[config.mk]
export PLATFORM = sky130hd
export DESIGN_NAME = fim_top
export DESIGN_NICKNAME = d
export VERILOG_FILES = /design/src/logic/fim_pkg.sv /design/src/logic/fim_bank.sv /design/src/logic/fim_top.sv
export SDC_FILE = /design/constraint.sdc
export NUM_CORES = 1
export LEC_CHECK = 0
export BUFFER_PORTS_ARGS = -buffer_cell sky130_fd_sc_hd__buf_4
export CAP_MARGIN = 20
export CORE_AREA = 2 2 245 247
export DETAILED_ROUTE_END_ITERATION = 16
export DIE_AREA = 0 0 247 249
export PLACE_DENSITY = 0.41
export SLEW_MARGIN = 0
export SYNTH_ARGS = -nofsm -noshare
export SYNTH_HDL_FRONTEND = slang
export SYNTH_HIERARCHICAL = 1
export SYNTH_SLANG_ARGS = --single-unit
[constraint.sdc]
create_clock -name core_clk_in -period 4.2 [get_ports core_clk_in]
set_clock_uncertainty 0.15 [all_clocks]
set_input_delay 0.42 -clock core_clk_in [delete_from_list [all_inputs] [get_ports core_clk_in]]
set_output_delay 0.42 -clock core_clk_in [all_outputs]
set_load 0.005 [all_outputs]
[src/logic/fim_pkg.sv]
// Package for the identification-read mode block.
// Assumes a 16-bit word-addressed flash bus with sixteen banks.
package fim_pkg;
    localparam int ADDR_W      = 25;
    localparam int DATA_W      = 16;
    localparam int BANK_W      = 4;
    localparam int SECT_W      = 9;
    localparam int OFS_W       = 12;
    // Command sequence
    localparam logic [11:0] UNLOCK1_OFS = 12'h555;
    localparam logic [11:0] UNLOCK2_OFS = 12'h2aa;
    localparam logic [7:0]  UNLOCK1_DAT = 8'haa;
    localparam logic [7:0]  UNLOCK2_DAT = 8'h55;
    localparam logic [7:0]  IDENT_CMD   = 8'h90;
    localparam logic [7:0]  RESET_CMD   = 8'hf0;
    // Identification word offsets
    localparam logic [7:0] MAKER_OFS  = 8'h00;
    localparam logic [7:0] PART1_OFS  = 8'h01;
    localparam logic [7:0] LOCK_OFS   = 8'h02;
    localparam logic [7:0] INDIC_OFS  = 8'h07;
    localparam logic [7:0] PART2_OFS  = 8'h0e;
    localparam logic [7:0] PART3_OFS  = 8'h0f;
    // Indicator field positions
    localparam int FACTORY_LOCK_BIT  = 7;
    localparam int CUSTOMER_LOCK_BIT = 6;
    localparam int HANDSHAKE_BIT     = 5;
    localparam int WP_CODE_LSB       = 3;
    localparam logic [1:0] WP_TOP_BOOT = 2'h1;
    // Identity values, arbitrary
    localparam logic [15:0] MAKER_CODE = 16'h00a5;
    localparam logic [15:0] PART_CODE1 = 16'h1234;
    localparam logic [15:0] PART_CODE2 = 16'h5678;
    localparam logic [15:0] PART_CODE3 = 16'h9abc;
    localparam logic [15:0] ZERO_WORD  = 16'h0000;

    typedef enum logic [1:0] {
        SEQ_IDLE  = 2'b00,
        SEQ_GOT1  = 2'b01,
        SEQ_GOT2  = 2'b10
    } fim_seq_t;
endpackage

[src/logic/fim_bank.sv]
// One bank's mode tracker: read, erase-suspended read, identification.
// Assumes writes are one-cycle strobes; entry is decoded for this bank, exit is shared by all banks.
`timescale 1ns/1ns
module fim_bank
    import fim_pkg::*;
(
    // Clock and reset
    input  wire logic core_clk_in,
    input  wire logic rst_n_in,
    // Events
    input  wire logic enter_in,
    input  wire logic exit_in,
    input  wire logic suspend_in,
    // Status
    output logic      ident_out,
    output logic      susp_out
);
    typedef struct packed {
        logic ident;
        logic susp;
    } fim_bank_st_t;

    fim_bank_st_t s_q, s_d;

    always_comb
    begin
        s_d = s_q;
        s_d.susp = suspend_in;
        if (enter_in)
            s_d.ident = 1'b1;
        // Exit clears ident only; susp follows suspend_in, so the read mode is the current one
        else if (exit_in)
            s_d.ident = 1'b0;
    end

    always_ff @(posedge core_clk_in or negedge rst_n_in)
    begin
        if (!rst_n_in)
            s_q <= '0;
        else
            s_q <= s_d;
    end

    assign ident_out = s_q.ident;
    assign susp_out  = s_q.susp;
endmodule

[src/logic/fim_top.sv]
// Identification-read mode of a sixteen-bank parallel flash.
// Assumes single-cycle synchronous write and read strobes from the host
// and a backing array that supplies normal read data.
`timescale 1ns/1ns
module fim_top
    import fim_pkg::*;
(
    // Clock and reset
    input  wire logic              core_clk_in,
    input  wire logic              rst_n_in,
    // Host bus
    input  wire logic              wr_in,
    input  wire logic              rd_in,
    input  wire logic [ADDR_W-1:0] addr_in,
    input  wire logic [DATA_W-1:0] wdata_in,
    output logic      [DATA_W-1:0] rdata_out,
    output logic                   rvalid_out,
    // Array side
    input  wire logic [DATA_W-1:0] array_data_in,
    input  wire logic              busy_in,
    input  wire logic [15:0]       suspended_in,
    input  wire logic [511:0]      sector_lock_in,
    input  wire logic              factory_lock_flag_in,
    input  wire logic              customer_lock_flag_in,
    // Status
    output logic      [15:0]       ident_banks_out
);
    typedef struct packed {
        fim_seq_t          seq;
        logic [BANK_W-1:0] seq_bank;
        logic [DATA_W-1:0] rdata;
        logic              rvalid;
        logic [15:0]       idb;
    } fim_top_st_t;

    fim_top_st_t s_q, s_d;

    logic [BANK_W-1:0] bank_sel;
    logic [OFS_W-1:0]  ofs_lo;
    logic [SECT_W-1:0] sect_sel;
    logic [7:0]        wbyte;
    logic              enter;
    logic              exit_cmd;
    logic [15:0]       ident_b;
    logic [DATA_W-1:0] ident_word;

    assign bank_sel = addr_in[ADDR_W-1 -: BANK_W];
    assign sect_sel = addr_in[ADDR_W-1 -: SECT_W];
    assign ofs_lo   = addr_in[OFS_W-1:0];
    assign wbyte    = wdata_in[7:0];
    // Exit takes F0 at any address of the device
    assign exit_cmd = wr_in && (wbyte == RESET_CMD);

    ////////////////////////////////////////////////////////////////////////
    // Entry sequence

    always_comb
    begin
        enter = 1'b0;
        if (wr_in && s_q.seq == SEQ_GOT2 && ofs_lo == UNLOCK1_OFS
            && wbyte == IDENT_CMD && bank_sel == s_q.seq_bank
            && !busy_in && !ident_b[bank_sel])
            enter = 1'b1;
    end

    ////////////////////////////////////////////////////////////////////////
    // Per-bank mode

    genvar gi;
    generate
        for (gi = 0; gi < 16; gi++)
        begin : g_bank
            fim_bank u_bank (
                .core_clk_in (core_clk_in),
                .rst_n_in    (rst_n_in),
                .enter_in    (enter && bank_sel == BANK_W'(gi)),
                .exit_in     (exit_cmd),
                .suspend_in  (suspended_in[gi]),
                .ident_out   (ident_b[gi]),
                // Suspend level is tracked outside; not needed here
                .susp_out    ()
            );
        end
    endgenerate

    ////////////////////////////////////////////////////////////////////////
    // Identification word select

    always_comb
    begin
        ident_word = ZERO_WORD;
        case (ofs_lo[7:0])
            MAKER_OFS: ident_word = MAKER_CODE;
            PART1_OFS: ident_word = PART_CODE1;
            PART2_OFS: ident_word = PART_CODE2;
            PART3_OFS: ident_word = PART_CODE3;
            // Only sector bits and offset matter for the lock query
            LOCK_OFS:  ident_word = {15'h0000,
                                     sector_lock_in[sect_sel]};
            INDIC_OFS:
            begin
                ident_word[FACTORY_LOCK_BIT]  = factory_lock_flag_in;
                ident_word[CUSTOMER_LOCK_BIT] = customer_lock_flag_in;
                ident_word[HANDSHAKE_BIT]     = 1'b0;
                ident_word[WP_CODE_LSB +: 2]  = WP_TOP_BOOT;
            end
            default:   ident_word = ZERO_WORD;
        endcase
    end

    ////////////////////////////////////////////////////////////////////////
    // Sequencer and read path

    always_comb
    begin
        s_d        = s_q;
        s_d.rvalid = rd_in;
        s_d.idb    = ident_b;
        // Single-word reads only; other banks see the array
        if (rd_in)
            s_d.rdata = ident_b[bank_sel] ? ident_word
                                          : array_data_in;
        if (wr_in)
        begin
            // Any mismatch drops back to idle, except AA at 555 in GOT1 which restarts at GOT1; bank mode untouched
            s_d.seq = SEQ_IDLE;
            case (s_q.seq)
                SEQ_IDLE:
                    if (ofs_lo == UNLOCK1_OFS && wbyte == UNLOCK1_DAT)
                    begin
                        s_d.seq      = SEQ_GOT1;
                        s_d.seq_bank = bank_sel;
                    end
                SEQ_GOT1:
                    if (ofs_lo == UNLOCK2_OFS && wbyte == UNLOCK2_DAT
                        && bank_sel == s_q.seq_bank)
                        s_d.seq = SEQ_GOT2;
                    else if (ofs_lo == UNLOCK1_OFS && wbyte == UNLOCK1_DAT)
                    begin
                        s_d.seq      = SEQ_GOT1;
                        s_d.seq_bank = bank_sel;
                    end
                SEQ_GOT2:
                    s_d.seq = SEQ_IDLE;
                default:
                    s_d.seq = SEQ_IDLE;
            endcase
        end
    end

    always_ff @(posedge core_clk_in or negedge rst_n_in)
    begin
        if (!rst_n_in)
        begin
            s_q.seq      <= SEQ_IDLE;
            s_q.seq_bank <= 4'h0;
            s_q.rdata    <= 16'h0000;
            s_q.rvalid   <= 1'b0;
            s_q.idb      <= 16'h0000;
        end
        else
            s_q <= s_d;
    end

    assign rdata_out       = s_q.rdata;
    assign rvalid_out      = s_q.rvalid;
    assign ident_banks_out = s_q.idb;
endmodule

==> reports/metrics.csv <==
stage,metric,value,unit
timing,"Hold Vio Cnt, Final",0,
critical_path,Critical Path Start Type,input port,
final_layout,nets@finish,1700,
cts,htree depth,2,
power_and_ir_drop,Leak,0.005355,µW
cts,clock latency on the worst-skew pair,300,ps
placement,RD Place Congestion,0.8439,
timing,final worst path period need,2954,ps
timing,slew margin rel.,0.4203,
final_layout,Layout fillers,6470,
route,DRC violations left,0,
global_route,first-pass GRT wire length,60930,µm
floorplanning,Cell Rows,89,
cts,CTS root buf,clkbuf_16,
route,vias per cell,4.028,
placement,Detail Placement HPWL,39320,µm
floorplanning,die height,249,µm
floorplanning,chip width,247,µm
route,DR WL/cell,23.60,µm
run,maxcap violations,0,
yosys,syn_area_per_cell,11.77,µm²
timing,Final TNS setup,0,ps
cts,# Post-CTS Setup Buffers,0,
cts,total CTS buffers,5,
cts,hold buffer count at cts,0,
cts,post-CTS sizing,0,
cts,deepest clock path buffer count,2,
yosys,syn_nets,1158,
outcome,status,"finished, final reports clean",
timing,fin. max-slew vios,0,
global_route,global route overflow,0,
critical_path,Worst EP arrival,2990,ps
global_route,GRT Overall Usage,0.1392,
route,DR vias,7592,
route,"antenna viol nets, final",0,
floorplanning,Initial Utilization,0.1135,
timing,crit share post-route,0.7034,
timing,final setup vio count,0,
timing,RSZ-0062 raised after global routing,no,
timing,Worst Tran Pin Value,867.7,ps
global_route,vias in the first global route,8715,
floorplanning,core footprint,58690,µm²
critical_path,CP required,4240,ps
route,Total Wirelength,44480,µm
critical_path,critical path class,input port to flop,
yosys,Yosys Warn Count,6,
route,initial DRC count,284,
power_and_ir_drop,worst vdd ir,0.1725,mV
cts,CTS tree,built,
placement,placed insts,1874,
placement,Port Buffers,596,
power_and_ir_drop,Power Dens Cells,168.2,nW/µm²
critical_path,CP Max Fanout,22,
yosys,mapped cell area,6661,µm²
cts,clock-pin slew on the worst setup and hold paths,80,ps
yosys,Syn Inst Count,566,
cts,clk sink count,55,
timing,fmax,338.5,MHz
global_route,pin count of the biggest net entering global routing,56,
route,first-pass iteration count of the detailed router,6,
final_layout,area grow syn2layout,80.86,%
final_layout,Final Non-Filler Cells,1885,
final_layout,fraction of layout cells with a size suffix above 1,0.6934,
hold_path,Hold Path Class,input port to async pin,
floorplanning,io pins,625,
global_route,antenna violations before repair,12,
floorplanning,Die ar.,61500,µm²
critical_path,Worst setup EP type,flop,
[worst max-delay path, cell delays in order]
cell and delay [ps]:
buf_8 250, buf_4 310, mux4_2 540, a22oi_1 200
nand3_1 240, nand4_1 170, a41oi_1 170, nor4_1 420
buf_4 190, o31ai_1 70
[registers in the layout (all words and copies together), names as in the netlist]
signal	count
s_q	6
ident_banks_out	16
rdata_out	16
g_bank.u_bank/ident_out	16
rvalid_out	1
[routing by layer]
layer | routed length [µm] | track usage | vias to the layer above
met5 | 94 | 0 | -
met4 | 742 | 0.02513 | 14
met3 | 3235 | 0.03275 | 46
met2 | 23290 | 0.2587 | 373
met1 | 17120 | 0.1612 | 3772
li1 | - | - | 3387
[worst paths after layout]
check | startpoint | to | slack (ps) | cells past startpoint
worst max-delay path | addr_in[16] | rdata_out[0]$_DFFE_PN0P_ | 1250 | 10
worst min-delay path | rst_n_in | rdata_out[8]$_DFFE_PN0P_ | 30 | 1
worst max register to register | g_bank[15].u_bank/ident_out$_DFFE_PN0P_ | rdata_out[0]$_DFFE_PN0P_ | 1430 | 6
worst min register to register | g_bank[8].u_bank/ident_out$_DFFE_PN0P_ | ident_banks_out[8]$_DFF_PN0_ | 250 | 0
max in group asynchronous | rst_n_in | g_bank[15].u_bank/ident_out$_DFFE_PN0P_ | 3390 | 1
min in group core_clk_in | array_data_in[13] | rdata_out[13]$_DFFE_PN0P_ | 220 | 3
[report_power, final]
part | internal [µW] | total, µW | switching, µW
logic | 621 | 1020 | 395
clock network | 232 | 460 | 228
registers | 543 | 551 | 7.88
[cells in the final DEF, fill, tap and decap left out, types with 18 or more instances in the layout]
| cell | n |
|---|---|
| buf_4 | 610 |
| a22oi_1 | 32 |
| a21oi_1 | 22 |
| nand3_1 | 18 |
| nand4_1 | 21 |
| inv_1 | 22 |
| mux2i_1 | 18 |
| nand2_1 | 32 |
| mux4_2 | 133 |
| dfrtp_1 | 55 |
| nor2_1 | 36 |
[stage by stage]
step,utilization,setup slack [ps],hold slack [ps],total power [µW],cell area (µm²)
finish,0.2053,1246,29.28,2027,12050
global route,0.2053,872.9,88.39,2152,12050
CTS,0.2052,1108,51.25,2082,12040
detailed placement,0.2025,777.1,243.1,1606,11880
global placement,0.2025,774.9,238.6,1595,11880
floorplan,-,1553,-25.59,971.0,6661
[layout make-up]
cell class	instances	area, µm²	share of cell area
tap	773	967.2	0.08028
antenna	3	7.507	0.0006231
clock buffer	5	125.1	0.01039
inverter	22	82.58	0.006854
timing repair buffer	616	4695	0.3897
multi-input combinational	408	4763	0.3954
clock inverter	3	31.28	0.002596
sequential	55	1376	0.1142
(Power assumes the default switching activity.)
